[config.mk]
export PLATFORM = sky130hd
export DESIGN_NAME = pef_flags
export DESIGN_NICKNAME = d
export VERILOG_FILES = /design/src/inc/pef_pkg.sv /design/src/hdl/pef_flag_bit.sv /design/src/hdl/pef_flags.sv
export SDC_FILE = /design/constraint.sdc
export NUM_CORES = 1
export LEC_CHECK = 0
export ABC_AREA = 1
export BUFFER_PORTS_ARGS = -buffer_cell sky130_fd_sc_hd__buf_2
export CAP_MARGIN = 30
export CORE_MARGIN = 3
export CORE_UTILIZATION = 35
export CTS_CLUSTER_SIZE = 14
export DETAILED_ROUTE_END_ITERATION = 10
export PLACE_DENSITY = 0.79
export SLEW_MARGIN = 20
export SYNTH_ARGS = -nofsm -noshare
export SYNTH_HDL_FRONTEND = slang
export SYNTH_SLANG_ARGS = --single-unit
[constraint.sdc]
create_clock -name clk_in -period 2.85 [get_ports clk_in]
set_input_delay 0.855 -clock clk_in [delete_from_list [all_inputs] [get_ports clk_in]]
set_output_delay 0.855 -clock clk_in [all_outputs]
set_load 0.02 [all_outputs]
[src/inc/pef_pkg.sv]
// Package of offsets, field positions and encodings for the event flag block.
package pef_pkg;

	// ==========================================================
	// Register byte offsets
	localparam logic [11:0] PEF_OFS_FLAGS = 12'h000;
	localparam logic [11:0] PEF_OFS_ENABLE = 12'h004;
	localparam logic [11:0] PEF_OFS_STATUS = 12'h008;
	localparam logic [11:0] PEF_OFS_CLEAR = 12'h00c;
	localparam logic [11:0] PEF_OFS_CONFIG = 12'h010;

	// ==========================================================
	// Flag bit positions
	localparam int PEF_BIT_OVF = 0;
	localparam int PEF_BIT_PER = 1;
	localparam int PEF_BIT_CCP = 2;
	localparam int PEF_BIT_SER = 3;
	localparam int PEF_BIT_PAR = 7;
	localparam int PEF_NFLAGS = 8;

	// ==========================================================
	// Reset values
	localparam logic [7:0] PEF_FLAGS_RST = 8'h00;
	localparam logic [7:0] PEF_ENABLE_RST = 8'h00;
	localparam logic [0:0] PEF_PARPORT_RST = 1'h0;
	localparam logic [31:0] PEF_UNMAPPED_DATA = 32'h00000000;

	// ==========================================================
	// Capture/compare unit modes
	typedef enum logic [1:0] {
		PEF_CCP_OFF,
		PEF_CCP_CAPTURE,
		PEF_CCP_COMPARE,
		PEF_CCP_PWM
	} pef_ccp_mode_type;

	// Serial unit mode, used for the master-only START and repeated start flags
	typedef enum logic [1:0] {
		PEF_SER_SPI,
		PEF_SER_I2C_SLAVE,
		PEF_SER_I2C_MASTER
	} pef_ser_mode_type;

endpackage : pef_pkg

[src/hdl/pef_flag_bit.sv]
// One sticky event flag with set priority over clear and write.
`timescale 1ns/10ps
`default_nettype none
module pef_flag_bit (
	input wire logic clk_in,
	input wire logic rst_in,
	input wire logic set_in,
	input wire logic clr_in,
	input wire logic wr_en_in,
	input wire logic wr_val_in,
	output logic flag_out
);
	import pef_pkg::*;

	typedef struct packed {
		logic flag;
	} pef_bit_state_type;

	pef_bit_state_type st_ff;
	pef_bit_state_type nxt_st;

	// ==========================================================
	// Next state
	always_comb begin
		nxt_st = st_ff;
		if (wr_en_in) begin
			nxt_st.flag = wr_val_in;
		end
		if (clr_in) begin
			nxt_st.flag = 1'b0;
		end
		// A hardware event in the clearing cycle is never lost.
		if (set_in) begin
			nxt_st.flag = 1'b1; // RULE13
		end
	end

	// ==========================================================
	// Register
	always_ff @(posedge clk_in) begin
		if (rst_in) begin
			st_ff <= '0;
		end else begin
			st_ff <= nxt_st;
		end
	end

	assign flag_out = st_ff.flag;
endmodule : pef_flag_bit
`default_nettype wire

[src/hdl/pef_flags.sv]
// Peripheral event flag register, lower half plus parallel-port flag, on APB.
// What this block does
// RULE1: Serial flag bit 3 sets on transfer done in SPI, I2C slave or master.
// RULE2: Serial flag sets when our own I2C START generation completes.
// RULE3: Serial flag sets when our own repeated start generation completes.
// RULE4: Serial flag sets on bus START seen while serial unit idle.
// RULE5: Serial flag sets on bus STOP seen while serial unit idle.
// RULE6: Software clears serial flag before leaving handler; hardware never does.
// RULE7: Capture mode: bit 2 sets on each counter capture, sticky.
// RULE8: Compare mode: bit 2 sets on counter match, sticky; unused in PWM.
// RULE9: Bit 1 sets when eight-bit timer equals period value, sticky; the code sets it only on the first cycle of each match.
// RULE10: Bit 0 sets when sixteen-bit counter rolls over, sticky.
// RULE11: Without parallel port, software keeps bit 7 zero.
// RULE12: Bit 7 sets after any external host read or write.
// RULE13: Event in same cycle as clearing write leaves flag set.
//
// Register access over APB and the register addresses were left to the implementer.
`timescale 1ns/10ps
`default_nettype none
module pef_flags (
	input wire logic clk_in,
	input wire logic rst_in,
	input wire logic psel_in,
	input wire logic penable_in,
	input wire logic pwrite_in,
	input wire logic [11:0] paddr_in,
	input wire logic [31:0] pwdata_in,
	input wire logic [3:0] pstrb_in,
	output logic [31:0] prdata_out,
	output logic pready_out,
	output logic pslverr_out,
	input wire logic ser_xfer_done_in,
	input wire pef_pkg::pef_ser_mode_type ser_mode_in,
	input wire logic ser_start_done_in,
	input wire logic ser_restart_done_in,
	input wire logic ser_busy_in,
	input wire logic bus_start_seen_in,
	input wire logic bus_stop_seen_in,
	input wire pef_pkg::pef_ccp_mode_type ccp_mode_in,
	input wire logic ccp_capture_in,
	input wire logic ccp_match_in,
	input wire logic [7:0] timer_value_in,
	input wire logic [7:0] timer_period_value_in,
	input wire logic counter_rollover_in,
	input wire logic par_host_access_in,
	output logic [7:0] flags_out,
	output logic irq_out
);
	import pef_pkg::*;

	typedef struct packed {
		logic [7:0] enable;
		logic parport_present;
		logic [31:0] rdata;
		logic ready;
		logic err;
		logic [7:0] flags_copy;
		logic irq;
		logic per_match_prev;
	} pef_state_type;

	pef_state_type st_ff;
	pef_state_type nxt_st;
	logic [7:0] flags;
	logic [7:0] set_vec;
	logic [7:0] clr_vec;
	logic wr_flags;
	logic per_match;
	logic ser_idle;
	logic access;
	logic mapped;

	// ==========================================================
	// Bus decode
	assign access = psel_in && penable_in && !st_ff.ready;
	assign mapped = (paddr_in == PEF_OFS_FLAGS) ||
		(paddr_in == PEF_OFS_ENABLE) || (paddr_in == PEF_OFS_STATUS) ||
		(paddr_in == PEF_OFS_CLEAR) || (paddr_in == PEF_OFS_CONFIG);
	assign wr_flags = access && pwrite_in && pstrb_in[0] &&
		(paddr_in == PEF_OFS_FLAGS);

	// ==========================================================
	// Event sources
	// The match is level; only its rising edge counts so a stalled timer
	// sitting at the period value does not keep re-arming the flag.
	assign per_match = (timer_value_in == timer_period_value_in);
	assign ser_idle = !ser_busy_in;

	always_comb begin
		set_vec = '0;
		clr_vec = '0;
		set_vec[PEF_BIT_OVF] = counter_rollover_in; // RULE10
		set_vec[PEF_BIT_PER] = per_match && !st_ff.per_match_prev; // RULE9
		set_vec[PEF_BIT_CCP] =
			(ccp_mode_in == PEF_CCP_CAPTURE && ccp_capture_in) || // RULE7
			(ccp_mode_in == PEF_CCP_COMPARE && ccp_match_in); // RULE8
		set_vec[PEF_BIT_SER] = ser_xfer_done_in || // RULE1
			(ser_mode_in == PEF_SER_I2C_MASTER &&
			(ser_start_done_in || // RULE2
			ser_restart_done_in)) || // RULE3
			(ser_idle && bus_start_seen_in) || // RULE4
			(ser_idle && bus_stop_seen_in); // RULE5
		// Without a parallel port the bit never sets from hardware.
		set_vec[PEF_BIT_PAR] = par_host_access_in &&
			st_ff.parport_present; // RULE12
		if (access && pwrite_in && pstrb_in[0] &&
			paddr_in == PEF_OFS_CLEAR) begin
			clr_vec = pwdata_in[7:0];
		end
	end

	// ==========================================================
	// Flag bits; hardware events set them, only software writes or clears them.
	genvar gi;
	generate
		for (gi = 0; gi < PEF_NFLAGS; gi++) begin : g_flag
			if (gi == PEF_BIT_OVF || gi == PEF_BIT_PER ||
				gi == PEF_BIT_CCP || gi == PEF_BIT_SER ||
				gi == PEF_BIT_PAR) begin : g_impl
				pef_flag_bit u_bit (
					.clk_in(clk_in),
					.rst_in(rst_in),
					.set_in(set_vec[gi]),
					.clr_in(clr_vec[gi]),
					.wr_en_in(wr_flags),
					.wr_val_in(pwdata_in[gi]),
					.flag_out(flags[gi])
				); // RULE6
			end else begin : g_none
				assign flags[gi] = 1'b0;
			end
		end
	endgenerate

	// ==========================================================
	// Register file and outputs
	always_comb begin
		nxt_st = st_ff;
		nxt_st.ready = access;
		nxt_st.err = access && !mapped;
		nxt_st.per_match_prev = per_match;
		if (access && !pwrite_in) begin
			unique case (paddr_in)
				PEF_OFS_FLAGS: nxt_st.rdata = {24'h000000, flags};
				PEF_OFS_ENABLE: nxt_st.rdata = {24'h000000, st_ff.enable};
				PEF_OFS_STATUS: nxt_st.rdata = {24'h000000, flags};
				PEF_OFS_CONFIG: nxt_st.rdata = {31'h00000000,
					st_ff.parport_present};
				default: nxt_st.rdata = PEF_UNMAPPED_DATA;
			endcase
		end else if (!access) begin
			nxt_st.rdata = '0;
		end
		if (access && pwrite_in && pstrb_in[0]) begin
			if (paddr_in == PEF_OFS_ENABLE) begin
				nxt_st.enable = pwdata_in[7:0];
			end
			if (paddr_in == PEF_OFS_CONFIG) begin
				nxt_st.parport_present = pwdata_in[0]; // RULE11
			end
		end
		nxt_st.flags_copy = flags;
		nxt_st.irq = |(flags & st_ff.enable);
	end

	always_ff @(posedge clk_in) begin
		if (rst_in) begin
			st_ff <= '0;
			st_ff.enable <= PEF_ENABLE_RST;
			st_ff.parport_present <= PEF_PARPORT_RST;
			st_ff.flags_copy <= PEF_FLAGS_RST;
		end else begin
			st_ff <= nxt_st;
		end
	end

	assign prdata_out = st_ff.rdata;
	assign pready_out = st_ff.ready;
	assign pslverr_out = st_ff.err;
	assign flags_out = st_ff.flags_copy;
	assign irq_out = st_ff.irq;
endmodule : pef_flags
`default_nettype wire

=== Word level (Yosys, flattened, before mapping) ===
Index checks and enable logic that the tools add are counted.

* Register bits: 58
* Latch bits: 0
* RAM bits: 0
* Bits in read-only memories: 0
* Bits of input ports: 83
* Output and inout bits: 43
* Word-level logic and storage cells: 82
* Memories: 0

* $add $sub $neg: 0
* Multiply operators: 0
* Divide/modulo/power cells: 0
* $lt $le $gt $ge: 0
* Eq/ne operators: 9
* Shift-type cells: 0
* Multiplexer cells: 19
* Bitwise operators: 1
* Reductions and logical operators: 39

{| class="wikitable"
|+ Operators by type and width
! cell !! count
|-
| $mux W32 || 2
|-
| $eq A12 B4 Y1 const B || 2
|-
| $pmux W8 S3 || 1
|-
| $logic_and A1 B1 Y1 || 15
|-
| $mux W1 || 15
|-
| $reduce_bool A3 Y1 || 5
|-
| $eq A12 B3 Y1 const B || 1
|-
| $eq A12 B5 Y1 const B || 1
|-
| $logic_not A12 Y1 || 1
|-
| $logic_or A1 B1 Y1 || 9
|-
| $and A8 B8 Y8 || 1
|-
| $eq A8 B8 Y1 || 1
|-
| $mux W8 || 1
|-
| $reduce_or A8 Y1 || 1
|-
| $logic_not A1 Y1 || 5
|-
| $eq A2 B2 Y1 const B || 2
|-
| $reduce_and A2 Y1 || 2
|-
| $eq A2 B1 Y1 const B || 1
|-
| $ne A2 B1 Y1 const B || 1
|-
| $reduce_or A2 Y1 || 1
|}

=== Logic depth before layout (Yosys ltp) ===
Gate-level depths: netlist of the first run.

* Depth in word-level cells: 8
* Depth in mapped cells: 9
* Depth with buffers taken out: 8

=== Cells and area by module ===
From an unflattened synthesis of the first run, not the netlist that was laid out.

* Cell total of the unflattened synthesis: 277
* Area total of the unflattened synthesis: 2025.7 um^2

{| class="wikitable"
|+ By module, submodules not included
! module !! times used !! cells each !! area each (um^2) !! seq. area each (um^2)
|-
| pef_flags || 1 || 227 || 1700.4 || 520.5
|-
| pef_flag_bit || 5 || 10 || 65.1 || 20.0
|}

=== Least setup slack after synthesis of the first run ===
Ideal clock, no wire load.

* Path type: in2reg
* From: input paddr_in[7]
* To: register st_ff[45] in the netlist's numbering
* Library setup time: 0.066 ns
* Data arrival time: 1.714 ns
* Required time: 2.784 ns
* Slack: 1.070 ns
* Stages: 8
* Path buffers: 1
* Cell sequence: nor2_1 nand2_2 nor2_8 nand2_4 nor2_8 buf_6 o21ai_1 a21oi_2

* Cells in the longest elaborated chain, start to end: 2

{| class="wikitable"
|+ Ends and longest elaborated chain
! item !! line !! text
|-
| start, declared || pef_flags.sv:26 || <nowiki>input wire logic [11:0] paddr_in,</nowiki>
|-
| $eq A12 B3 Y1 || pef_flags.sv:155 || <nowiki>if (paddr_in == PEF_OFS_ENABLE) begin</nowiki>
|-
| $reduce_and A2 Y1 (no line) || n/a ||
|-
| end signal, assigned || pef_flags.sv:173 || <nowiki>st_ff <= nxt_st;</nowiki>
|-
| end, declared || pef_flags.sv:62 || <nowiki>pef_state_type st_ff;</nowiki>
|}

Every way passes these cells.
A chain may end at the register's enable or synchronous reset.

=== Worst setup path after layout of the first run ===
* From: input pwrite_in
* To: register st_ff[52] in the netlist's numbering

* Cells in the longest elaborated chain, start to end: 3

{| class="wikitable"
|+ Ends and longest elaborated chain
! item !! line !! text
|-
| start, declared || pef_flags.sv:25 || <nowiki>input wire logic pwrite_in,</nowiki>
|-
| $logic_and A1 B1 Y1 (2 in a row) || pef_flags.sv:154 || <nowiki>if (access && pwrite_in && pstrb_in[0]) begin</nowiki>
|-
| $reduce_and A2 Y1 (no line) || n/a ||
|}

Every way passes these cells.

==> out/qor.csv, run 1 <==
metric;value;unit
Worst-Skew Late Latency;0.28;ns
hold buffers post-CTS;0;
H-tree Lvls;2;
Total Wirelength;4.07;mm
detailed-route DRC error count;0;
crit path launch type;primary input;
Yosys reg bits;31;
area post-placement;2050;sq um
maximum vdd drop;0.194;mV
DP HPWL;3.32;mm
initial antenna violation count;0;
Die H;78.6;um
Leakage;1.10;nW
post-CTS setup buffer count;0;
Crit Path Max Fanout;13;
CP top delay family;simple AND/OR/NAND/NOR gates;
GRT Overall Usage;13.7;%
Finished Cell Area;2130;sq um
Max Cap Violations;0;
Port Buffers;71;
Finish-stage setup viols;0;
number of routed nets with antenna violations;0;
crit-path cells;buf_2 -> nand4_1 -> nor2_2 -> inv_2 -> nor2_8 -> o21ai_1 -> a21oi_1;
largest net degree at the start of global routing;24;
TritonRoute pass-1 iters;4;
Clk pin slew, worst setup/hold paths;0.06;ns
post-CTS sizing;0;
setup total negative slack;0;ns
power density over the cells;425;nW/um^2
Gate Count Post-Synth;252;
post-synthesis sequential area ratio;33.6;%
Final Max Tran Viols;0;
CTS tree;built;
final hold vios;0;
Area Overhead vs Synth;15.7;%
num rows;25;
Initial Util;37.6;%
die area;6180;sq um
num ports;126;
CP endpoint kind;flop;
Syn. warnings;0;
critical path's slowest cell;nor2_2;
clk_skew;0.00441;ns
GRT met1 Usage;15.5;%
fin crit period;1.97;ns
first-pass GRT wire length;6.72;mm
status;complete, no violations;
Final GP Congestion;0.860;
Num CTS Buffers;5;
grt ovf;0;
syn_area_per_cell;7.32;sq um
Nets;394;
Worst-Margin Slew;0.511;ns
routed via count;1703;
met3 usage;3.78;%
worst-case hold slack;0.463;ns
vias per cell;4.49;
CP max stage delay;0.43;ns
crit path kind;primary input to flop;
Min-Delay Path Class;flop to flop;
Die Width;78.6;um
Post-Syn Area;1840;sq um
initial DRC count;64;
WP data required;3.06;ns
Critical path buffers and inverters;2;
number of distinct library cells after synthesis;31;
final worst-path cycle share;69.1;%
clk sinks;31;
arrival time at the worst endpoint;2.18;ns
wire per inst;10.7;um
Slew HR;65.9;%
clock root buffer;clkbuf_8;
share of cells above drive strength 1;29.5;%
met2 usage;24.4;%
fmax;508;MHz
Clock Path Buffers;2;
Top Usage Layer GRT;met2;
RSZ-0062 raised after global routing;false;
vias in the first global route;1585;
diode count;0;
Core Area;4910;sq um
-- cell families after synthesis --
kind of cell	synth area share (%)
compound gates	10.5
buf+inv	22.9
simple gates	29.4
xor+xnor	3.32
other cells	0.203
flops	33.7
-- worst min-delay path: stages (launching register included) --
cell and delay, ns:
dfxtp_1 0.31, nand2_1 0.06, a21oi_1 0.05
-- synth_stat cells, drive strengths merged --
cell	n	area (sq um)
nor3b	2	15.0
o21ai	15	75.1
conb	1	3.75
xor2	3	26.3
a31oi	2	12.5
nor3	8	45.0
clkbuf	2	7.51
and3	1	6.26
nor2	30	155
a21oi	18	97.6
buf	43	324
nand3b	1	7.51
dfxtp	31	621
a221oi	1	8.76
nand2	38	155
and2	1	6.26
inv	24	90.1
nand3	17	90.1
xnor2	4	35.0
nand4	10	62.6
-- metal layers --
| layer | wire length [um] | vias to the layer above | share of wire, % |
|---|---|---|---|
| met3 | 390 | 6 | 9.6 |
| met2 | 2030 | 78 | 50 |
| met5 | 0 | - | 0 |
| met1 | 1580 | 747 | 39 |
| li1 | - | 872 | - |
| met4 | 67 | 0 | 1.6 |
-- sequential cells by signal (all words and copies together) (netlist names) --
signal	cells
prdata_out	8
pslverr_out	1
pready_out	1
st_ff	10
flags_out	5
g_flag.g_impl.u_bit.flag_out	5
irq_out	1
-- placed cells by master, fill, tap and decap left out, drive strengths merged --
master	netlist	final
nand2	38	38
nor3	8	8
nand4	10	10
xor2	3	3
nor2	30	30
and3	1	1
a31oi	2	2
clkinv	0	3
a221oi	1	1
inv	24	24
dfxtp	31	31
xnor2	4	4
buf	43	71
o21ai	15	15
and2	1	1
nand3	17	17
nor3b	2	2
a21oi	18	18
conb	1	27
nand3b	1	1
clkbuf	2	5
-- path summary, 6_finish.rpt --
path                                                  from                    endpoint  slack, ns  cells after the start
worst max-delay path                             pwrite_in      st_ff[52]$_SDFFE_PP0P_       0.88                      7
worst min register to register  prdata_out[0]$_SDFFE_PP0P_  prdata_out[0]$_SDFFE_PP0P_       0.46                      2
worst min-delay path            prdata_out[0]$_SDFFE_PP0P_  prdata_out[0]$_SDFFE_PP0P_       0.46                      2
worst max register to register       pready_out$_SDFF_PP0_      st_ff[52]$_SDFFE_PP0P_       1.22                      7
-- stage by stage --
step | worst slack, ns | instances | utilization, % | power (mW)
floorplan | 1.07 | 278 | - | 0.565
global placement | 0.633 | 371 | 41.7 | 0.585
detailed placement | 0.604 | 371 | 41.7 | 0.588
CTS | 0.899 | 379 | 43.4 | 0.916
global route | 0.757 | 379 | 43.4 | 0.953
finish | 0.880 | 379 | 43.4 | 0.907
-- final cells by class --
type                       instances  area (sq um)
sequential                        31           621
clock buffer                       5          68.8
multi-input combinational        178           900
inverter                          24          90.1
tap                               67          83.8
timing repair buffer              71           355
clock inverter                     3          15.0
fill                             523          2780
-- report_power, final --
part           switching (mW)  internal (mW)  total, mW  leakage (nW)
clock                   0.160          0.167      0.327        0.0477
combinational          0.0890         0.0475      0.136         0.803
sequential            0.00310          0.440      0.443         0.251
Note: power is estimated with default switching activity, not from simulation.
==> run 2, diff against run 1 <==
- PLACE_DENSITY: 0.79 -> 0.82
- clock period: 2.85 -> 1.81 ns (I/O delays scaled with it)
==> out/qor.csv, run 2 (same netlist as run 1, synthesis figures left out) <==
metric;value;unit;change
status;complete, no violations;;unchanged
Cells after DPL;374;;was 371
H-tree Lvls;2;;unchanged
number of routed nets with antenna violations;0;;unchanged
Initial Util;37.6;%;unchanged
clock root buffer;clkbuf_8;;unchanged
vias per cell;4.49;;about the same
crit path kind;primary input to flop;;unchanged
Port Buffers;71;;unchanged
area post-placement;2070;sq um;was 2050 sq um
power density over the cells;656;nW/um^2;was 425 nW/um^2
detailed-route DRC error count;0;;unchanged
post-CTS sizing;0;;unchanged
max FFs per register;10;;unchanged
initial antenna violation count;0;;unchanged
final hold vios;0;;unchanged
hold buffers post-CTS;0;;unchanged
WP data required;2.02;ns;was 3.06 ns
most frequent cells in the layout;buf_2 (71), nand2_1 (35), dfxtp_1 (31);;unchanged
die area;6180;sq um;unchanged
Leakage;1.11;nW;was 1.10 nW
Num CTS Buffers;5;;unchanged
CTS tree;built;;unchanged
num ports;126;;unchanged
FF/Latch Area;621;sq um;unchanged
fin crit period;1.44;ns;
Core Area;4910;sq um;unchanged
post-CTS setup buffer count;0;;unchanged
Total Wirelength;4.02;mm;was 4.07 mm
num rows;25;;unchanged
setup total negative slack;0;ns;unchanged
wire per inst;10.5;um;was 10.7 um
RSZ-0062 raised after global routing;false;;unchanged
clk sinks;31;;unchanged
GRT Overall Usage;13.1;%;was 13.7%
largest net degree at the start of global routing;22;;was 24
share of cells above drive strength 1;29.5;%;about the same
final worst-path cycle share;79.4;%;
Worst-Skew Late Latency;0.28;ns;about the same
fmax;696;MHz;
Finish-stage setup viols;0;;unchanged
Crit Path Max Fanout;5;;was 13
fill cell count;516;;was 523
TritonRoute pass-1 iters;4;;unchanged
Finished Cell Area;2150;sq um;was 2130 sq um
diode count;0;;unchanged
Clk pin slew, worst setup/hold paths;0.06;ns;about the same
first-pass GRT wire length;6.48;mm;was 6.72 mm
vias in the first global route;1565;;was 1585
arrival time at the worst endpoint;1.64;ns;was 2.18 ns
Largest Register;st_ff;;unchanged
routed via count;1717;;was 1703
Final GP Congestion;0.875;;was 0.860
DP HPWL;3.32;mm;about the same
Nets;397;;was 394
Max Cap Violations;0;;unchanged
filler-free cell count of the finished design;382;;was 379
Die Width;78.6;um;unchanged
Area Overhead vs Synth;16.8;%;was 15.7%
clk_skew;0.00596;ns;was 0.00441 ns
Power, Total;1.41;mW;was 907 uW
Clock Path Buffers;2;;unchanged
CP endpoint kind;flop;;unchanged
area of the multi-input gates;900;sq um;unchanged
Final Max Tran Viols;0;;unchanged
leading cell type in the layout, fill and taps excluded;buf_2;;unchanged
Die H;78.6;um;unchanged
initial DRC count;67;;was 64
crit path launch type;primary input;;unchanged
maximum vdd drop;0.265;mV;was 0.194 mV
grt ovf;0;;unchanged
Min-Delay Path Class;flop to flop;;unchanged
==> run 2: cell types whose count changed in the layout (fill, tap and decap cells not counted) <==
cell	delta
buf_4	+3
clkbuf_1	+2
clkinv_2	-2
==> run 2: metal layers <==
layer / routed length (um) / global-route usage (%) / vias up
met4: 49 / 3.67 / 0
li1: - / - / 881
met5: 0 / 0 / -
met1: 1560 / 13.2 / 761
met2: 2080 / 25.3 / 69
met3: 336 / 4.13 / 6
==> run 2: report_power, final <==
| part | internal (mW) | switching [mW] |
|---|---|---|
| clock | 0.269 | 0.229 |
| sequential | 0.693 | 0.00413 |
| combinational | 0.0770 | 0.140 |
| total | 1.04 | 0.374 |
==> run 2: area by class of cell <==
| class | instances | share of cell area, % |
|---|---|---|
| Clock buffer | 7 | 3.54 |
| Clock inverter | 1 | 0.232 |
| Inverter | 24 | 4.18 |
| Multi-Input combinational cell | 178 | 41.8 |
| Sequential cell | 31 | 28.8 |
| Tap cell | 67 | 3.89 |
| Timing Repair Buffer | 74 | 17.5 |
==> run 2: through the flow <==
step | util [%] | hold WS [ns] | worst slack [ns]
final | 43.8 | 0.460 | 0.373
after global routing | 43.8 | 0.488 | 0.171
after CTS | 43.8 | 0.464 | 0.356
after detailed placement | 42.2 | 0.455 | 0.0634
after global placement | 42.2 | 0.453 | 0.118
after floorplan | - | 0.438 | 0.342
==> run 2: worst max-delay path, stage by stage <==
cell and delay (ns):
buf_2 0.10, nor2_1 0.15, nand2_2 0.12, nor2_1 0.31
nand3_1 0.12, o21ai_1 0.11, nand2_1 0.07, a21oi_1 0.13
==> run 2: path summary, 6_finish.rpt <==
path | from | end | slack, ns | cells after the start
setup / recovery | paddr_in[7] | prdata_out[3]$_SDFFE_PP0P_ | 0.37 | 8
hold / removal | prdata_out[7]$_SDFFE_PP0P_ | prdata_out[7]$_SDFFE_PP0P_ | 0.46 | 2
setup reg to reg | pready_out$_SDFF_PP0_ | st_ff[46]$_SDFFE_PP0P_ | 0.47 | 7
hold reg to reg | prdata_out[7]$_SDFFE_PP0P_ | prdata_out[7]$_SDFFE_PP0P_ | 0.46 | 2
==> run 3, diff against run 2 <==
- clock period: 1.81 -> 1.2 ns (I/O delays scaled with it)
==> out/qor.csv, run 3 (same netlist as run 1, synthesis figures left out) <==
metric;value;unit;change
status;complete, but fails checks;;was complete, no violations
failing checks;setup timing;;
fin crit period;1.29;ns;
Die H;78.6;um;unchanged
Leakage;1.29;nW;was 1.11 nW
Finish-stage setup viols;13;;was 0
worst hold endpoint;st_ff[49]$_SDFFE_PP0P_;;was prdata_out[7]$_SDFFE_PP0P_
Crit Path Max Fanout;6;;was 5
CTS tree;built;;unchanged
Area Overhead vs Synth;37.1;%;was 16.8%
num ports;126;;unchanged
Nets;419;;was 397
R2R setup slack;-0.09;ns;was 0.47 ns
Largest Register;st_ff;;unchanged
PnR worst setup slack;-0.0889;ns;was 0.373 ns
arrival time at the worst endpoint;1.51;ns;was 1.64 ns
vias in the first global route;1787;;was 1565
leading cell type in the layout, fill and taps excluded;buf_2;;unchanged
H-tree Lvls;2;;unchanged
area post-placement;2210;sq um;was 2070 sq um
Reg2Reg Depth;8;;was 7
DP HPWL;3.55;mm;was 3.32 mm
num rows;25;;unchanged
Clk pin slew, worst setup/hold paths;0.07;ns;was 0.06 ns
number of routed nets with antenna violations;0;;unchanged
Total Wirelength;4.82;mm;was 4.02 mm
FF-to-FF Start;pready_out$_SDFF_PP0_;;unchanged
initial DRC count;108;;was 67
initial antenna violation count;0;;unchanged
grt ovf;0;;unchanged
final worst-path cycle share;107;%;
Final Max Tran Viols;0;;unchanged
Final GP Congestion;0.894;;was 0.875
fmax;776;MHz;
routed via count;1854;;was 1717
final core utilization;51.5;%;was 43.8%
final hold vios;0;;unchanged
detailed-route DRC error count;0;;unchanged
Finished Cell Area;2530;sq um;was 2150 sq um
CP endpoint kind;flop;;unchanged
TritonRoute pass-1 iters;8;;was 4
Die Width;78.6;um;unchanged
Worst-Skew Late Latency;0.28;ns;about the same
Hold Crit Depth;3;;was 2
die area;6180;sq um;unchanged
Core Area;4910;sq um;unchanged
Num CTS Buffers;5;;unchanged
wire per inst;11.9;um;was 10.5 um
diode count;0;;unchanged
hold buffers post-CTS;0;;unchanged
HP Start;pwdata_in[4];;was prdata_out[7]$_SDFFE_PP0P_
RSZ-0062 raised after global routing;true;;was false
vias per cell;4.59;;was 4.49
Port Buffers;71;;unchanged
share of cells above drive strength 1;41.5;%;was 29.5%
Max Cap Violations;0;;unchanged
crit path launch type;flop;;was primary input
WP data required;1.42;ns;was 2.02 ns
first-pass GRT wire length;7.47;mm;was 6.48 mm
clk_skew;0.0129;ns;was 0.00596 ns
largest net degree at the start of global routing;22;;unchanged
maximum vdd drop;0.614;mV;was 0.265 mV
pre-CTS setup slack;-0.334;ns;was 0.0634 ns
Clock Path Buffers;2;;unchanged
Min-Delay Path Class;primary input to flop;;was flop to flop
clk sinks;31;;unchanged
max FFs per register;10;;unchanged
clock root buffer;clkbuf_8;;unchanged
most frequent cells in the layout;buf_2 (67), nand2_1 (33), dfxtp_1 (30);;was buf_2 (71), nand2_1 (35), dfxtp_1 (31)
crit path kind;flop to flop;;was primary input to flop
power density over the cells;993;nW/um^2;was 656 nW/um^2
RR Endpoint;g_flag[0].g_impl.u_bit.flag_out$_SDFFE_PP0P_;;was st_ff[46]$_SDFFE_PP0P_
Initial Util;37.6;%;unchanged
GRT Overall Usage;15.0;%;was 13.1%
run 3: changes by cell type in the layout (fill, tap and decap cells not counted), sizes merged:
cell | before | now
buf | 74 | 95
bufinv | 0 | 1
clkbuf | 7 | 6
clkinvlp | 0 | 1
inv | 24 | 23
nor2 | 30 | 31
run 3: metal layers:
metal	global-route usage, %	share of wire [%]	vias to the layer above
met5	0	0	-
met4	6.64	1.8	0
met3	3.67	8.0	8
met2	26.6	52	87
met1	16.9	38	835
li1	-	-	924
run 3: metrics by stage:
| step | setup TNS [ns] | hold WS, ns | total power [mW] | std cells |
|---|---|---|---|---|
| floorplan | -0.391 | 0.437 | 1.35 | 278 |
| global placement | -5.52 | 0.449 | 1.43 | 388 |
| detailed placement | -6.12 | 0.454 | 1.43 | 388 |
| CTS | -0.407 | 0.321 | 2.49 | 398 |
| global route | -1.99 | 0.328 | 2.61 | 404 |
| finish | -0.449 | 0.321 | 2.51 | 404 |
run 3: final cells by class:
| type | count | area [sq um] |
|---|---|---|
| clock buffer | 6 | 82.6 |
| timing repair buffer | 95 | 572 |
| clock inverter | 2 | 35.0 |
| inverter | 24 | 93.8 |
| multi-input combinational | 179 | 1040 |
| tap | 67 | 83.8 |
| fill | 449 | 2380 |
| sequential | 31 | 622 |
run 3: worst max path at each step:
| stage | from | endpoint | slack (ns) | cells after the start |
|---|---|---|---|---|
| after detailed placement | paddr_in[1] | g_flag[0].g_impl.u_bit.flag_out$_SDFFE_PP0P_ | -0.33 | 8 |
| after global placement | paddr_in[6] | st_ff[47]$_SDFFE_PP0P_ | -0.28 | 8 |
| after global routing | pready_out$_SDFF_PP0_ | g_flag[0].g_impl.u_bit.flag_out$_SDFFE_PP0P_ | -0.17 | 8 |
| final | pready_out$_SDFF_PP0_ | g_flag[0].g_impl.u_bit.flag_out$_SDFFE_PP0P_ | -0.09 | 8 |
| after CTS | pready_out$_SDFF_PP0_ | g_flag[0].g_impl.u_bit.flag_out$_SDFFE_PP0P_ | -0.07 | 8 |
| after floorplan | paddr_in[6] | st_ff[45]$_SDFFE_PP0P_ | -0.06 | 8 |
run 3: worst max-delay path, cell delays in order (launching register included):
cell	delay, ns
dfxtp_2	0.32
inv_2	0.05
nand4_1	0.12
nor2_2	0.18
buf_6	0.15
nand3_4	0.10
nand2_2	0.11
nand3_2	0.08
a21oi_2	0.14
run 3: what timing repair did:
item | in CTS | in global routing
endpoints found under the setup margin | 14 | 22
gates cloned | 1 | 0
pin swaps | 7 | 7
resized for setup | 9 | 24
buffers inserted | 1 | 6
run 3: where the power goes:
group          switching [mW]  internal (mW)
registers             0.00623           1.05
clock network           0.385          0.671
logic                   0.247          0.155
total                   0.638           1.87
